[config.mk]
export PLATFORM = sky130hd
export DESIGN_NAME = hdbf_framer
export DESIGN_NICKNAME = d
export VERILOG_FILES = /design/src/verilog/hdbf_pkg.sv /design/src/verilog/hdbf_fifo.sv /design/src/verilog/hdbf_wait_timer.sv /design/src/verilog/hdbf_framer.sv
export SDC_FILE = /design/constraint.sdc
export NUM_CORES = 1
export LEC_CHECK = 0
export BUFFER_PORTS_ARGS = -buffer_cell sky130_fd_sc_hd__buf_2
export CORE_UTILIZATION = 35
export CTS_CLUSTER_SIZE = 10
export DETAILED_ROUTE_END_ITERATION = 7
export SLEW_MARGIN = 0
export SYNTH_ARGS = -nofsm -noshare
export SYNTH_HDL_FRONTEND = slang
export SYNTH_SLANG_ARGS = --single-unit
[constraint.sdc]
create_clock -name clk_i -period 6.65 [get_ports clk_i]
set_input_delay 0.9975 -clock clk_i [delete_from_list [all_inputs] [get_ports clk_i]]
set_output_delay 0.9975 -clock clk_i [all_outputs]
set_load 0.005 [all_outputs]
[src/verilog/hdbf_pkg.sv]
/*
 * Shared constants, types and helpers for the half-duplex block framer.
 * Assumes byte-wide characters delivered by a character engine that runs
 * on the same clock as the framer.
 */
`default_nettype none
package hdbf_pkg;

	localparam logic [3:0] ERR_NONE = 4'h0;
	localparam logic [3:0] ERR_CHECK = 4'h1;
	localparam logic [3:0] ERR_OTHER = 4'h2;
	localparam logic [4:0] S_RESYNC = 5'h00;
	localparam logic [4:0] S_SIZE_ADJ = 5'h01;
	localparam logic [4:0] S_ABORT = 5'h02;
	localparam logic [4:0] S_WAIT_EXT = 5'h03;
	localparam logic [7:0] SIZE_RESERVED = 8'hff;
	localparam logic [7:0] ADDR_DEFAULT = 8'h00;
	localparam logic [7:0] INFO_SIZE_RESET = 8'h20;
	localparam logic [7:0] WAIT_MULT_RESET = 8'h01;
	localparam logic [23:0] GUARD_ETU = 24'h000016;
	localparam int FIFO_WIDTH = 8;
	localparam int FIFO_DEPTH = 8;

	typedef struct packed {
		logic [7:0] addr;
		logic [7:0] ctrl;
		logic [7:0] size;
	} hdbf_hdr_type;

	typedef struct packed {
		logic is_sup;
		logic more;
		logic [4:0] sup_kind;
		logic [7:0] count;
		logic [7:0] sup_byte;
	} hdbf_cmd_type;

	typedef enum logic [4:0] {
		RX_ADDR = 5'h01,
		RX_CTRL = 5'h02,
		RX_SIZE = 5'h04,
		RX_INFO = 5'h08,
		RX_CHECK = 5'h10
	} hdbf_rx_type;

	typedef enum logic [7:0] {
		TX_IDLE = 8'h01,
		TX_USER = 8'h02,
		TX_GUARD = 8'h04,
		TX_CTRL = 8'h08,
		TX_SIZE = 8'h10,
		TX_INFO = 8'h20,
		TX_CHECK = 8'h40,
		TX_DONE = 8'h80
	} hdbf_tx_type;

	function automatic logic is_info(input logic [7:0] c);
		return ~c[7];
	endfunction : is_info

	function automatic logic is_ack(input logic [7:0] c);
		return c[7:5] == 3'b100;
	endfunction : is_ack

	function automatic logic is_sup(input logic [7:0] c);
		return c[7:6] == 2'b11;
	endfunction : is_sup

	function automatic logic [7:0] ctrl_info(input logic ns, input logic m);
		return {1'b0, ns, m, 5'h00};
	endfunction : ctrl_info

	function automatic logic [7:0] ctrl_ack(input logic nr,
		input logic [3:0] code);
		return {3'b100, nr, code};
	endfunction : ctrl_ack

	function automatic logic [7:0] ctrl_sup(input logic resp,
		input logic [4:0] kind);
		return {2'b11, resp, kind};
	endfunction : ctrl_sup

	function automatic logic [7:0] sup_size(input logic [4:0] kind);
		return (kind == S_SIZE_ADJ || kind == S_WAIT_EXT) ? 8'h01 : 8'h00;
	endfunction : sup_size

	function automatic logic [7:0] swap_addr(input logic [7:0] a);
		return {1'b0, a[2:0], 1'b0, a[6:4]};
	endfunction : swap_addr

endpackage : hdbf_pkg
`default_nettype wire

[src/verilog/hdbf_fifo.sv]
/*
 * Small FIFO with registered read data and a registered ready.
 * Assumes both sides run on the framer clock.
 */
`timescale 1ns/1ps
`default_nettype none
module hdbf_fifo
	import hdbf_pkg::*;
#(
	parameter int WIDTH = FIFO_WIDTH,
	parameter int DEPTH = FIFO_DEPTH
)
(
	input wire logic clk_i,
	input wire logic nrst_i,
	input wire logic in_valid_i,
	input wire logic [WIDTH-1:0] in_data_i,
	output logic in_ready_o,
	output logic out_valid_o,
	output logic [WIDTH-1:0] out_data_o,
	input wire logic out_ready_i
);
	localparam int AW = $clog2(DEPTH);
	localparam logic [AW:0] FULL_CNT = DEPTH[AW:0];

	logic [WIDTH-1:0] mem_q [DEPTH];
	logic [AW-1:0] wr_q;
	logic [AW-1:0] rd_q;
	logic [AW:0] cnt_q;
	logic [AW:0] cnt_d;
	logic push;
	logic pop;

	assign push = in_valid_i & in_ready_o;
	assign pop = (cnt_q != '0) & (~out_valid_o | out_ready_i);
	assign cnt_d = cnt_q + {{AW{1'b0}}, push} - {{AW{1'b0}}, pop};

	always_ff @(posedge clk_i)
	begin
		if (push)
			mem_q[wr_q] <= in_data_i;
	end

	always_ff @(posedge clk_i)
	begin
		if (!nrst_i)
		begin
			wr_q <= '0;
			rd_q <= '0;
			cnt_q <= '0;
			in_ready_o <= 1'b0;
		end
		else
		begin
			wr_q <= push ? wr_q + 1'b1 : wr_q;
			rd_q <= pop ? rd_q + 1'b1 : rd_q;
			cnt_q <= cnt_d;
			in_ready_o <= cnt_d != FULL_CNT;
		end
	end

	// The output stage is a register so downstream timing stays short.
	always_ff @(posedge clk_i)
	begin
		if (!nrst_i)
		begin
			out_valid_o <= 1'b0;
			out_data_o <= '0;
		end
		else if (pop)
		begin
			out_valid_o <= 1'b1;
			out_data_o <= mem_q[rd_q];
		end
		else if (out_ready_i)
			out_valid_o <= 1'b0;
	end
endmodule : hdbf_fifo
`default_nettype wire

[src/verilog/hdbf_wait_timer.sv]
/*
 * Elementary-time-unit counter for the guard and block wait windows.
 * Assumes restart_i pulses on the leading edge of each received character.
 */
`timescale 1ns/1ps
`default_nettype none
module hdbf_wait_timer
	import hdbf_pkg::*;
(
	input wire logic clk_i,
	input wire logic nrst_i,
	input wire logic restart_i,
	input wire logic tick_i,
	input wire logic [23:0] limit_i,
	output logic guard_ok_o,
	output logic wait_over_o
);
	logic [23:0] cnt_q;

	// The count saturates so a very long stall cannot wrap into the window.
	always_ff @(posedge clk_i)
	begin
		if (!nrst_i)
			cnt_q <= '0;
		else if (restart_i)
			cnt_q <= '0;
		else if (tick_i && cnt_q != 24'hffffff)
			cnt_q <= cnt_q + 24'h000001;
	end

	assign guard_ok_o = cnt_q > GUARD_ETU;
	assign wait_over_o = cnt_q >= limit_i;
endmodule : hdbf_wait_timer
`default_nettype wire

[src/verilog/hdbf_framer.sv]
/*
 * Card-side block framer: parses received blocks, answers them and frames
 * outgoing blocks with their check byte.
 * Assumes a character engine on the same clock that hands over whole bytes
 * and marks the leading edge of each received character and each etu.
 */
// Notes on behaviour
// - Without channels only the all-zero node address byte is accepted.
// - Information control byte: b8 clear, b7 send number, b6 more bit.
// - Acknowledge control byte: 100, expected number in b5, code below.
// - Supervisory control byte: b8 b7 set, b6 marks response.
// - Supervisory kinds 0 to 3 are legal; 4 and above are refused.
// - Length byte is 0 to 254; the value 0xff is never sent.
// - Size adjust and wait extension carry one byte, others none.
// - Every block ends with a longitudinal check byte.
// - Each supervisory request is answered by its matching response.
// - The first information block sent uses send number zero.
// - A final information block is answered by the user's own block.
// - A chained information block is answered by an acknowledge block.
// - Blocks of one chained transfer stay on one logical channel.
// - One send and one expected counter serve all channels.
// - Wait extension request goes on the preceding block's channel.
// - Extended waiting counts from the response's last character edge.
// - Size adjust response echoes the byte; the new size then holds.
// - Sizes are global; size adjust and resync use channel zero.
// - After the check byte arrives the receiver owns the link.
// - Block is address, control, length, information, check byte.
// - Node address b8 and b4 are sent as zero.
// - Reply starts after the guard time and before the wait time; a later start is only flagged on wait_late_o.
`timescale 1ns/1ps
`default_nettype none
module hdbf_framer
	import hdbf_pkg::*;
(
	input wire logic clk_i,
	input wire logic nrst_i,
	input wire logic chan_enable_i,
	input wire logic [15:0] block_wait_etu_i,
	input wire logic etu_tick_i,
	input wire logic rx_char_start_i,
	input wire logic rx_valid_i,
	input wire logic [7:0] rx_byte_i,
	input wire logic rx_parity_err_i,
	output logic rx_ready_o,
	output logic rx_done_o,
	output hdbf_hdr_type rx_hdr_o,
	output logic [3:0] rx_err_o,
	output logic pay_valid_o,
	output logic [7:0] pay_data_o,
	input wire logic pay_ready_i,
	output logic card_turn_o,
	input wire logic tx_cmd_valid_i,
	input wire hdbf_cmd_type tx_cmd_i,
	output logic tx_cmd_ack_o,
	input wire logic tx_data_valid_i,
	input wire logic [7:0] tx_data_i,
	output logic tx_data_ready_o,
	output logic tx_valid_o,
	output logic [7:0] tx_byte_o,
	input wire logic tx_ready_i,
	output logic wait_late_o,
	output logic [7:0] card_size_o,
	output logic [7:0] term_size_o
);
	hdbf_rx_type rx_state_q;
	hdbf_tx_type tx_state_q;
	hdbf_hdr_type hdr_q;
	hdbf_hdr_type tx_hdr_q;
	logic [7:0] cnt_q;
	logic [7:0] chk_q;
	logic perr_q;
	logic [7:0] sbyte_q;
	logic [7:0] tx_sbyte_q;
	logic [7:0] tx_cnt_q;
	logic [7:0] chk_tx_q;
	logic ns_q;
	logic nr_q;
	logic first_q;
	logic in_chain_q;
	logic [7:0] last_addr_q;
	logic [7:0] mult_q;
	logic [7:0] pend_q;
	logic s_wait_q;
	logic [4:0] s_kind_q;
	logic fifo_rdy;
	logic rx_take;
	logic end_blk;
	logic rx_ok;
	logic [3:0] err_c;
	logic free;
	logic data_take;
	logic load_en;
	logic [7:0] load_byte;
	logic tx_done;
	logic cmd_ok;
	logic guard_ok;
	logic wait_over;
	logic [23:0] limit;

	function automatic logic hdr_ok(input hdbf_hdr_type h, input logic ch,
		input logic chain, input logic [7:0] last, input logic [7:0] maxs);
		logic ok;
		ok = ~h.addr[7] & ~h.addr[3] & (h.size != SIZE_RESERVED);
		if (!ch && h.addr != ADDR_DEFAULT)
			ok = 1'b0;
		if (is_info(h.ctrl))
			ok = ok & (h.ctrl[4:0] == 5'h00) & (h.size <= maxs);
		else if (is_ack(h.ctrl))
			ok = ok & (h.ctrl[3:0] <= ERR_OTHER) & (h.size == 8'h00);
		else if (is_sup(h.ctrl))
		begin
			ok = ok & (h.ctrl[4:0] <= S_WAIT_EXT);
			ok = ok & (h.size == sup_size(h.ctrl[4:0]));
			if (ch && h.ctrl[4:1] == 4'h0 && h.addr != ADDR_DEFAULT)
				ok = 1'b0;
		end
		else
			ok = 1'b0;
		if (ch && chain && !is_sup(h.ctrl) && h.addr != last)
			ok = 1'b0;
		return ok;
	endfunction : hdr_ok

	assign rx_take = rx_valid_i & ~card_turn_o
		& ~(rx_state_q == RX_INFO & is_info(hdr_q.ctrl) & ~fifo_rdy);
	assign end_blk = rx_take & (rx_state_q == RX_CHECK);
	assign rx_ok = end_blk & (err_c == ERR_NONE);
	assign free = ~tx_valid_o;
	assign data_take = tx_data_ready_o & tx_data_valid_i;
	assign tx_done = (tx_state_q == TX_DONE) & free;
	assign limit = {8'h00, block_wait_etu_i} * {16'h0000, mult_q};

	always_comb
	begin
		err_c = ERR_NONE;
		if (perr_q || rx_parity_err_i || (chk_q ^ rx_byte_i) != 8'h00)
			err_c = ERR_CHECK;
		else if (!hdr_ok(hdr_q, chan_enable_i, in_chain_q, last_addr_q,
			card_size_o))
			err_c = ERR_OTHER;
		else if (s_wait_q && !(is_sup(hdr_q.ctrl) && hdr_q.ctrl[5]
			&& hdr_q.ctrl[4:0] == s_kind_q))
			err_c = ERR_OTHER;
		else if (first_q && is_ack(hdr_q.ctrl))
			err_c = ERR_OTHER;
	end

	always_comb
	begin
		if (tx_cmd_i.is_sup)
			cmd_ok = tx_cmd_i.sup_kind == S_SIZE_ADJ
				|| tx_cmd_i.sup_kind == S_WAIT_EXT
				|| tx_cmd_i.sup_kind == S_ABORT;
		else
			cmd_ok = tx_cmd_i.count <= term_size_o
				&& tx_cmd_i.count != SIZE_RESERVED;
	end

	always_ff @(posedge clk_i)
	begin
		if (!nrst_i)
			rx_state_q <= RX_ADDR;
		else if (rx_take)
			unique case (rx_state_q)
				RX_ADDR: rx_state_q <= RX_CTRL;
				RX_CTRL: rx_state_q <= RX_SIZE;
				RX_SIZE: rx_state_q <= rx_byte_i == 8'h00 ? RX_CHECK : RX_INFO;
				RX_INFO: rx_state_q <= cnt_q + 8'h01 == hdr_q.size ?
					RX_CHECK : RX_INFO;
				RX_CHECK: rx_state_q <= RX_ADDR;
				default: rx_state_q <= RX_ADDR;
			endcase
	end

	always_ff @(posedge clk_i)
	begin
		if (!nrst_i)
		begin
			hdr_q <= '0;
			cnt_q <= 8'h00;
			chk_q <= 8'h00;
			perr_q <= 1'b0;
			sbyte_q <= 8'h00;
		end
		else if (rx_take)
		begin
			chk_q <= rx_state_q == RX_ADDR ? rx_byte_i : chk_q ^ rx_byte_i;
			perr_q <= (rx_state_q != RX_ADDR & perr_q) | rx_parity_err_i;
			if (rx_state_q == RX_ADDR)
				hdr_q.addr <= rx_byte_i;
			if (rx_state_q == RX_CTRL)
				hdr_q.ctrl <= rx_byte_i;
			if (rx_state_q == RX_SIZE)
				hdr_q.size <= rx_byte_i;
			cnt_q <= rx_state_q == RX_INFO ? cnt_q + 8'h01 : 8'h00;
			if (rx_state_q == RX_INFO && cnt_q == 8'h00)
				sbyte_q <= rx_byte_i;
		end
	end

	// Protocol state shared by all channels.
	always_ff @(posedge clk_i)
	begin
		if (!nrst_i)
		begin
			ns_q <= 1'b0;
			nr_q <= 1'b0;
			first_q <= 1'b1;
			in_chain_q <= 1'b0;
			last_addr_q <= ADDR_DEFAULT;
			term_size_o <= INFO_SIZE_RESET;
			card_size_o <= INFO_SIZE_RESET;
			mult_q <= WAIT_MULT_RESET;
			pend_q <= 8'h00;
			s_wait_q <= 1'b0;
			s_kind_q <= S_RESYNC;
		end
		else
		begin
			if (rx_ok)
			begin
				first_q <= 1'b0;
				if (!is_sup(hdr_q.ctrl))
					last_addr_q <= hdr_q.addr;
				if (is_info(hdr_q.ctrl))
				begin
					nr_q <= ~nr_q;
					in_chain_q <= hdr_q.ctrl[5];
				end
				if (is_sup(hdr_q.ctrl) && hdr_q.ctrl[4:0] == S_ABORT)
					in_chain_q <= 1'b0;
				if (is_sup(hdr_q.ctrl) && !hdr_q.ctrl[5])
				begin
					if (hdr_q.ctrl[4:0] == S_RESYNC)
					begin
						ns_q <= 1'b0;
						nr_q <= 1'b0;
					end
					if (hdr_q.ctrl[4:0] == S_SIZE_ADJ)
						term_size_o <= sbyte_q;
				end
				if (is_sup(hdr_q.ctrl) && hdr_q.ctrl[5])
				begin
					s_wait_q <= 1'b0;
					if (hdr_q.ctrl[4:0] == S_SIZE_ADJ && sbyte_q == pend_q)
						card_size_o <= sbyte_q;
					if (hdr_q.ctrl[4:0] == S_WAIT_EXT)
						mult_q <= sbyte_q == 8'h00 ? WAIT_MULT_RESET : sbyte_q;
				end
			end
			if (tx_state_q == TX_GUARD && load_en)
				mult_q <= WAIT_MULT_RESET;
			if (tx_done && is_info(tx_hdr_q.ctrl))
			begin
				ns_q <= ~ns_q;
				in_chain_q <= tx_hdr_q.ctrl[5];
			end
			if (tx_done && is_sup(tx_hdr_q.ctrl) && !tx_hdr_q.ctrl[5])
			begin
				s_wait_q <= 1'b1;
				s_kind_q <= tx_hdr_q.ctrl[4:0];
				pend_q <= tx_sbyte_q;
			end
		end
	end

	// Decides each reply and walks the outgoing block.
	always_ff @(posedge clk_i)
	begin
		if (!nrst_i)
		begin
			tx_state_q <= TX_IDLE;
			tx_hdr_q <= '0;
			tx_sbyte_q <= 8'h00;
			tx_cnt_q <= 8'h00;
			card_turn_o <= 1'b0;
			tx_cmd_ack_o <= 1'b0;
		end
		else
		begin
			tx_cmd_ack_o <= 1'b0;
			if (end_blk)
			begin
				card_turn_o <= 1'b1;
				tx_state_q <= TX_GUARD;
				tx_hdr_q.addr <= swap_addr(last_addr_q);
				tx_hdr_q.size <= 8'h00;
				if (err_c != ERR_NONE)
					tx_hdr_q.ctrl <= ctrl_ack(nr_q, err_c);
				else if (is_info(hdr_q.ctrl) && hdr_q.ctrl[5])
				begin
					tx_hdr_q.addr <= swap_addr(hdr_q.addr);
					tx_hdr_q.ctrl <= ctrl_ack(~nr_q, ERR_NONE);
				end
				else if (is_sup(hdr_q.ctrl) && !hdr_q.ctrl[5])
				begin
					tx_hdr_q.addr <= swap_addr(hdr_q.addr);
					tx_hdr_q.ctrl <= ctrl_sup(1'b1, hdr_q.ctrl[4:0]);
					tx_hdr_q.size <= hdr_q.size;
					tx_sbyte_q <= sbyte_q;
				end
				else
					tx_state_q <= TX_USER;
			end
			else
				unique case (tx_state_q)
					TX_IDLE: tx_state_q <= TX_IDLE;
					TX_USER:
					if (tx_cmd_valid_i && cmd_ok)
					begin
						tx_cmd_ack_o <= 1'b1;
						tx_state_q <= TX_GUARD;
						tx_hdr_q.addr <= swap_addr(last_addr_q);
						if (tx_cmd_i.is_sup)
						begin
							if (tx_cmd_i.sup_kind == S_SIZE_ADJ)
								tx_hdr_q.addr <= ADDR_DEFAULT;
							tx_hdr_q.ctrl <= ctrl_sup(1'b0, tx_cmd_i.sup_kind);
							tx_hdr_q.size <= sup_size(tx_cmd_i.sup_kind);
							tx_sbyte_q <= tx_cmd_i.sup_byte;
						end
						else
						begin
							tx_hdr_q.ctrl <= ctrl_info(ns_q, tx_cmd_i.more);
							tx_hdr_q.size <= tx_cmd_i.count;
						end
					end
					TX_GUARD: if (load_en) tx_state_q <= TX_CTRL;
					TX_CTRL: if (load_en) tx_state_q <= TX_SIZE;
					TX_SIZE:
					if (load_en)
					begin
						tx_cnt_q <= 8'h00;
						tx_state_q <= tx_hdr_q.size == 8'h00 ? TX_CHECK : TX_INFO;
					end
					TX_INFO:
					if (load_en)
					begin
						tx_cnt_q <= tx_cnt_q + 8'h01;
						if (tx_cnt_q + 8'h01 == tx_hdr_q.size)
							tx_state_q <= TX_CHECK;
					end
					TX_CHECK: if (load_en) tx_state_q <= TX_DONE;
					TX_DONE:
					if (free)
					begin
						tx_state_q <= TX_IDLE;
						card_turn_o <= 1'b0;
					end
					default: tx_state_q <= TX_IDLE;
				endcase
		end
	end

	always_comb
	begin
		load_en = 1'b0;
		load_byte = 8'h00;
		unique case (tx_state_q)
			TX_GUARD:
			begin
				load_en = free & guard_ok;
				load_byte = tx_hdr_q.addr;
			end
			TX_CTRL:
			begin
				load_en = free;
				load_byte = tx_hdr_q.ctrl;
			end
			TX_SIZE:
			begin
				load_en = free;
				load_byte = tx_hdr_q.size;
			end
			TX_INFO:
			begin
				load_en = is_sup(tx_hdr_q.ctrl) ? free : data_take;
				load_byte = is_sup(tx_hdr_q.ctrl) ? tx_sbyte_q : tx_data_i;
			end
			TX_CHECK:
			begin
				load_en = free;
				load_byte = chk_tx_q;
			end
			default:
			begin
				load_en = 1'b0;
				load_byte = 8'h00;
			end
		endcase
	end

	always_ff @(posedge clk_i)
	begin
		if (!nrst_i)
		begin
			tx_valid_o <= 1'b0;
			tx_byte_o <= 8'h00;
			chk_tx_q <= 8'h00;
			tx_data_ready_o <= 1'b0;
		end
		else
		begin
			if (load_en)
			begin
				tx_valid_o <= 1'b1;
				tx_byte_o <= load_byte;
				chk_tx_q <= tx_state_q == TX_GUARD ? load_byte
					: chk_tx_q ^ load_byte;
			end
			else if (tx_ready_i)
				tx_valid_o <= 1'b0;
			tx_data_ready_o <= tx_state_q == TX_INFO & is_info(tx_hdr_q.ctrl)
				& free & ~data_take;
		end
	end

	// Status reported to the user; a late reply is flagged, not blocked.
	always_ff @(posedge clk_i)
	begin
		if (!nrst_i)
		begin
			rx_done_o <= 1'b0;
			rx_hdr_o <= '0;
			rx_err_o <= ERR_NONE;
			wait_late_o <= 1'b0;
		end
		else
		begin
			rx_done_o <= end_blk;
			if (end_blk)
			begin
				rx_hdr_o <= hdr_q;
				rx_err_o <= err_c;
			end
			if (card_turn_o && (tx_state_q == TX_USER
				|| tx_state_q == TX_GUARD) && wait_over)
				wait_late_o <= 1'b1;
			else if (end_blk)
				wait_late_o <= 1'b0;
		end
	end

	hdbf_fifo #(.WIDTH(FIFO_WIDTH), .DEPTH(FIFO_DEPTH)) u_fifo (
		.clk_i(clk_i),
		.nrst_i(nrst_i),
		.in_valid_i(rx_take & rx_state_q == RX_INFO & is_info(hdr_q.ctrl)),
		.in_data_i(rx_byte_i),
		.in_ready_o(fifo_rdy),
		.out_valid_o(pay_valid_o),
		.out_data_o(pay_data_o),
		.out_ready_i(pay_ready_i)
	);

	assign rx_ready_o = fifo_rdy;

	hdbf_wait_timer u_timer (
		.clk_i(clk_i),
		.nrst_i(nrst_i),
		.restart_i(rx_char_start_i),
		.tick_i(etu_tick_i),
		.limit_i(limit),
		.guard_ok_o(guard_ok),
		.wait_over_o(wait_over)
	);

	logic [7:0] sum_q;
	always_ff @(posedge clk_i)
	begin
		if (!nrst_i || tx_state_q == TX_GUARD)
			sum_q <= 8'h00;
		else if (tx_valid_o && tx_ready_i)
			sum_q <= sum_q ^ tx_byte_o;
	end
endmodule : hdbf_framer
`default_nettype wire

==> results.yml, run 1 <==
floorplanning:
  start_util: 0.3540
  core-area_um2: 52550
  dieArea_um2: 54080
  die_h_um: 232.6
  pin_count: 134
  rows: 84
  fp.dieW_um: 232.6
logic_synthesis:
  synth_async_sr_flop_share: 0
  ys.flop_type: "dfxtp_1"
  syn_inst: 2012
  ys_ff_latch: 306
  ys_warn_count: 0
  synthDistinctLibCells: 84
  synth_edf_count: 64
  seq_area_frac_synth: 0.3637
  syn_area_per_cell_um2: 9.247
  netlist_area_um2: 18600
power:
  p_per_area_nw_per_um2: 207.5
  leakage_nw: 8.998
  irDropWorstVdd_uv: 249.3
  finalPower_mw: 4.447
detailed_routing:
  drtIter0Drc: 1086
  drtAntennaViolNets: 0
  vias_per_cell: 5.194
  first_pass_iters: 6
  routed_wl_um: 51020
  wl_per_cell_um: 17.81
  vias: 14880
  drc_errors: 0
placed_design:
  placed_area_um2: 20280
  dp_hpwl_um: 38330
  gp_congestion: 0.9208
  portBuffers: 131
worst_setup_path:
  reg2reg_depth: 23
  cp-end-kind: "flip-flop"
  worst_r2r_endpoint: "wait_late_o"
  ff2ff_setup_slack_ns: 0.34
  crit-reg2reg-launch: "mult_q[6]"
  start_kind: "primary input"
  cp_max_fo: 4
  worstPathArrival_ns: 6.87
  crit_type: "primary input to flip-flop"
  cp.required_ns: 7.06
clock_tree:
  numCtsBuffers: 37
  worstSkewPairLatency_ns: 0.55
  htree_levels: 2
  clkSinkCount: 306
  tritoncts: "yes"
  cts_root_buf: "clkbuf_16"
  cts.clk_slew.worst_paths_ns: 0.05
  clockBufferDepth: 3
  holdBufCountCts: 0
timing:
  finalCritPeriodShare: 0.9720
  finClkSkew_ns: 0.02476
  slew_headroom: 0.2045
  fmax_mhz: 154.7
  setup-violations-final: 0
  layout_min_cycle_time_ns: 6.464
  hold_viol_final: 0
  worst-slew-pin-transition_ns: 1.191
  drv_slew: 0
final_layout:
  drive_above_1_share: 0.1387
  layout_common_cells: "242 x dfxtp_1, 200 x nand2_1, 186 x nor2_1, 147 x inv_1, 131 x buf_2"
  fin_nets: 2407
  mostFrequentLayoutCell: "dfxtp_1"
  final_cell_area_um2: 21430
  area_growth_pct: 15.17
  n_antenna_cell: 0
grt:
  grt_pass1_wl_um: 81100
  grtUsageTotal: 0.1881
  grt_overflow: 0
  grt_max_degree: 75
  grt_pass1_vias: 14720
  antenna_found_initial: 0
worst_hold_path:
  min_delay_path_depth: 2
  hp-class: "flip-flop to flip-flop"
  hp-start: "rx_hdr_o[10]"
  hold_end: "rx_hdr_o[10]"
run_status:
  outcome: "finished clean"
job:
  cap_violations: 0
==> cells by family after synthesis <==
kind of cell / synth area share
multiplexers: 0.06409
other: 0.0002016
adder cells (fa/ha/maj): 0.1560
buffers and inverters: 0.05185
AND/OR/NAND/NOR: 0.2001
flip-flops: 0.3637
AO/OA/AOI/OAI: 0.1141
XOR/XNOR: 0.04990
==> synthesized netlist by cell type (all sizes together) (5+ instances only) <==
cell type / instances / area [um2]
a211oi: 15 / 112.6
a21boi: 18 / 135.1
a21o: 10 / 75.07
a21oi: 105 / 533.0
a221oi: 6 / 52.55
a22oi: 17 / 127.6
a311oi: 9 / 78.83
a31oi: 8 / 50.05
and2: 115 / 719.4
and3: 17 / 106.4
and4: 5 / 43.79
buf: 23 / 127.6
clkbuf: 74 / 277.8
dfxtp: 242 / 4845
edfxtp: 64 / 1922
fa: 85 / 1702
ha: 96 / 1201
inv: 148 / 555.5
mux2i: 82 / 820.8
mux4: 16 / 360.4
nand2: 200 / 750.7
nand2b: 12 / 75.07
nand3: 50 / 250.2
nand4: 26 / 175.2
nor2: 186 / 698.2
nor2b: 29 / 181.4
nor3: 35 / 200.2
nor4: 20 / 125.1
o2111ai: 6 / 52.55
o211ai: 7 / 52.55
o21a: 8 / 60.06
o21ai: 68 / 340.3
o31ai: 7 / 57.55
or2: 7 / 43.79
or3: 18 / 117.6
or4: 7 / 52.55
xnor2: 48 / 420.4
xor2: 58 / 508.0
==> worst max path at each step <==
stage | startpoint | to | slack [ns] | depth (start not counted)
final | block_wait_etu_i[5] | wait_late_o | 0.19 | 24
after global routing | block_wait_etu_i[5] | wait_late_o | -0.03 | 24
after CTS | block_wait_etu_i[2] | wait_late_o | 0.05 | 24
after detailed placement | block_wait_etu_i[2] | wait_late_o | -0.56 | 24
after global placement | block_wait_etu_i[1] | wait_late_o | -0.40 | 24
after floorplan | block_wait_etu_i[1] | wait_late_o | 0.02 | 21
==> registers in the layout (all words and copies together) (netlist names), 8 cells and up <==
register,count
hdr_q,24
tx_state_q,8
cnt_q,8
tx_cnt_q,8
sbyte_q,8
mult_q,8
rx_hdr_o,24
tx_sbyte_q,8
u_fifo.out_data_o,8
u_timer.cnt_q,24
pend_q,8
tx_hdr_q,22
u_fifo.mem_q,64
tx_byte_o,8
chk_q,8
chk_tx_q,8
card_size_o,8
term_size_o,8
last_addr_q,8
==> worst max-delay path, stage by stage <==
cell and delay (ns):
buf_2 0.12, and2_1 0.17, fa_1 0.52, fa_1 0.54, fa_1 0.56, inv_1 0.06, fa_1 0.52, inv_1 0.04
ha_1 0.20, or3_1 0.36, o21bai_2 0.24, a2111oi_4 0.31, buf_4 0.16, nor2_1 0.05, a21oi_2 0.14, xor2_1 0.17
ha_1 0.26, a21o_1 0.19, a21o_1 0.20, a2111oi_2 0.42, buf_4 0.18, o211ai_1 0.11, a221oi_2 0.25, o31ai_1 0.10
==> final cells by class <==
type | count | area (um2)
repair buffers | 205 | 1211
clock buffers | 51 | 999.7
clock inverters | 5 | 100.1
multi-input cells | 1461 | 10930
fillers | 5262 | 31120
well taps | 688 | 860.8
flip-flops and latches | 306 | 6766
inverters | 149 | 561.8
==> layer usage <==
layer  track usage  up-vias  routed length [um]
met3       0.03051       60                2909
met4       0.04228        0                 907
met5             0        -                   0
met2        0.3091      377               23840
met1        0.2578     7251               23360
li1              -     7194                   -
==> power by group <==
group | internal (mW) | total (mW) | leakage, nW | switching [mW]
registers | 1.95 | 2.01 | 2.53 | 0.0640
clock network | 1.06 | 1.85 | 0.526 | 0.796
logic | 0.265 | 0.577 | 5.94 | 0.312
==> per-stage QoR <==
step	hold WS [ns]	TNS, ns	std cells	utilization	worst slack (ns)
final	0.4551	0	2865	0.4077	0.1860
after global routing	0.4742	-0.02852	2865	0.4077	-0.02852
after CTS	0.4581	0	2865	0.4070	0.05354
after detailed placement	0.4467	-0.5648	2809	0.3860	-0.5648
after global placement	0.4344	-0.3960	2809	0.3860	-0.3960
after floorplan	0.4227	0	2013	-	0.02171
==> timing repair <==
item	CTS	global route
pin swaps	0	4
endpoints found under the setup margin	1	1
buffers inserted	0	0
gates resized for setup	1	9
Power figures use the tool's default switching activity.
==> run 2: changes to the inputs <==
==> constraint.sdc (replaced) <==
create_clock -name clk_i -period 6.65 [get_ports clk_i]
set_input_delay 1.33 -clock clk_i [delete_from_list [all_inputs] [get_ports clk_i]]
set_output_delay 1.33 -clock clk_i [all_outputs]
set_load 0.005 [all_outputs]
==> results.yml, run 2 (synthesized netlist as in run 1, its figures left out) <==
run_status:
  outcome: "finished clean"
timing:
  finalCritPeriodShare: 0.9572
  drv_slew: 0
  setup_tns_ns: 0
  worst_hold_slack_ns: 0.4618
  finClkSkew_ns: 0.01429
  layout_min_cycle_time_ns: 6.366
  fmax_mhz: 157.1
  setup-violations-final: 0
  slew_headroom: 0.1535
  hold_viol_final: 0
  worst-slew-pin-transition_ns: 1.267
clock_tree:
  numCtsBuffers: 37
  tritoncts: "yes"
  cts.clk_slew.worst_paths_ns: 0.05
  htree_levels: 2
  worstSkewPairLatency_ns: 0.55
  clkSinkCount: 306
  holdBufCountCts: 0
  cts_root_buf: "clkbuf_16"
  clockBufferDepth: 3
job:
  cap_violations: 0
detailed_routing:
  drc_errors: 0
  vias_per_cell: 5.225
  highest_layer: "met4"
  drtAntennaViolNets: 0
  drt-met1-wl_um: 23520
  routed_wl_um: 51520
  met3_length_um: 2699
  first_pass_iters: 5
  wl_per_cell_um: 17.98
  wl_met2_um: 24150
  vias: 14970
  drtIter0Drc: 1021
power:
  p_per_area_nw_per_um2: 205.9
  internal_power_mw: 3.268
  finalPower_mw: 4.431
  switchingPower_mw: 1.162
  leakage_nw: 8.983
  p_sw_frac: 0.2623
  irDropWorstVdd_uv: 203.6
  combPwrFrac: 0.132
  seq_power_share: 0.455
  power_frac_clock: 0.414
final_layout:
  area_growth_pct: 15.65
  fin_nets: 2404
  drive_above_1_share: 0.1493
  layout_common_cells: "242 x dfxtp_1, 198 x nand2_1, 185 x nor2_1, 144 x inv_1, 128 x buf_2"
  largest_reg_flops: 64
  n_antenna_cell: 0
  mostFrequentLayoutCell: "dfxtp_1"
  top_register: "u_fifo.mem_q"
  final_cell_area_um2: 21520
grt:
  antenna_found_initial: 0
  grt_max_degree: 78
  grt_pass1_vias: 14970
  grtUsageTotal: 0.1899
  grt_pass1_wl_um: 81650
  grt_overflow: 0
placed_design:
  gp_congestion: 0.8934
  portBuffers: 131
  placed_area_um2: 20280
  dp_hpwl_um: 38130
worst_hold_path:
  hp-class: "flip-flop to flip-flop"
worst_setup_path:
  cp-end-kind: "flip-flop"
  cp.required_ns: 7.05
  crit_type: "primary input to flip-flop"
  cp_max_fo: 7
  worstPathArrival_ns: 6.76
  start_kind: "primary input"
floorplanning:
  pin_count: 134
  dieArea_um2: 54080
  start_util: 0.3540
  fp.dieW_um: 232.6
  core-area_um2: 52550
  rows: 84
  die_h_um: 232.6
-- run 2: changes by cell type in the layout (fill, tap and decap cells not counted), sizes merged --
cell,delta
buf,-3
clkbuf,+4
inv,+1
clkinv,-2
-- run 2: power by group through the flow --
stage	Combinational, mW	Sequential [mW]	Clock, mW
5_1_grt	0.649	2.02	1.95
4_1_cts	0.587	2.01	1.88
3_5_place_dp	0.585	2.05	0
2_1_floorplan	0.406	2.02	0
3_3_place_gp	0.564	2.05	0
6_report	0.584	2.01	1.83
-- run 2: what timing repair did --
action,in CTS,in global routing
buffers inserted,0,1
resized for setup,0,47
setup endpoints to repair,0,1
-- run 2: path summary, 6_finish.rpt --
| check | from | to | slack [ns] | depth (start not counted) |
|---|---|---|---|---|
| worst max register to register | mult_q[2] | wait_late_o | 0.51 | 23 |
| worst min-delay path | rx_hdr_o[8] | rx_hdr_o[8] | 0.46 | 2 |
| worst max-delay path | block_wait_etu_i[6] | wait_late_o | 0.28 | 22 |
| worst min register to register | rx_hdr_o[8] | rx_hdr_o[8] | 0.46 | 2 |
-- run 2: metal layers --
metal,track usage,vias to the layer above
li1,-,7215
met1,0.2550,7322
met2,0.3154,367
met3,0.02721,67
met4,0.05515,0
met5,0,-
-- run 2: stage by stage --
step,setup slack [ns],utilization,instances
final,0.2843,0.4094,2865
after global routing,-0.005008,0.4094,2865
after CTS,0.05771,0.4063,2864
after detailed placement,-0.4971,0.3859,2805
after global placement,-0.4221,0.3859,2805
after floorplan,0.01427,-,2013
-- run 2: worst max-delay path: stages --
cell and delay [ns]:
buf_4 0.14, and2_4 0.16, fa_1 0.56, fa_1 0.44, fa_1 0.51, inv_2 0.04
fa_1 0.49, inv_1 0.04, ha_2 0.17, or3_4 0.37, o21bai_4 0.20, a2111oi_4 0.40
nor2_1 0.08, a21oi_1 0.18, xor2_1 0.17, ha_1 0.26, a21o_1 0.16, a21o_1 0.18
a2111oi_4 0.36, o211ai_1 0.18, a221oi_2 0.25, o31ai_1 0.08
-- run 2: cell type report --
| class | instances | area [um2] |
|---|---|---|
| Clock buffer | 55 | 1003 |
| Inverter | 149 | 561.8 |
| Clock inverter | 4 | 71.32 |
| Multi-Input combinational cell | 1461 | 11050 |
| Tap cell | 688 | 860.8 |
| Sequential cell | 306 | 6766 |
| Fill cell | 5178 | 31030 |
| Timing Repair Buffer | 202 | 1204 |
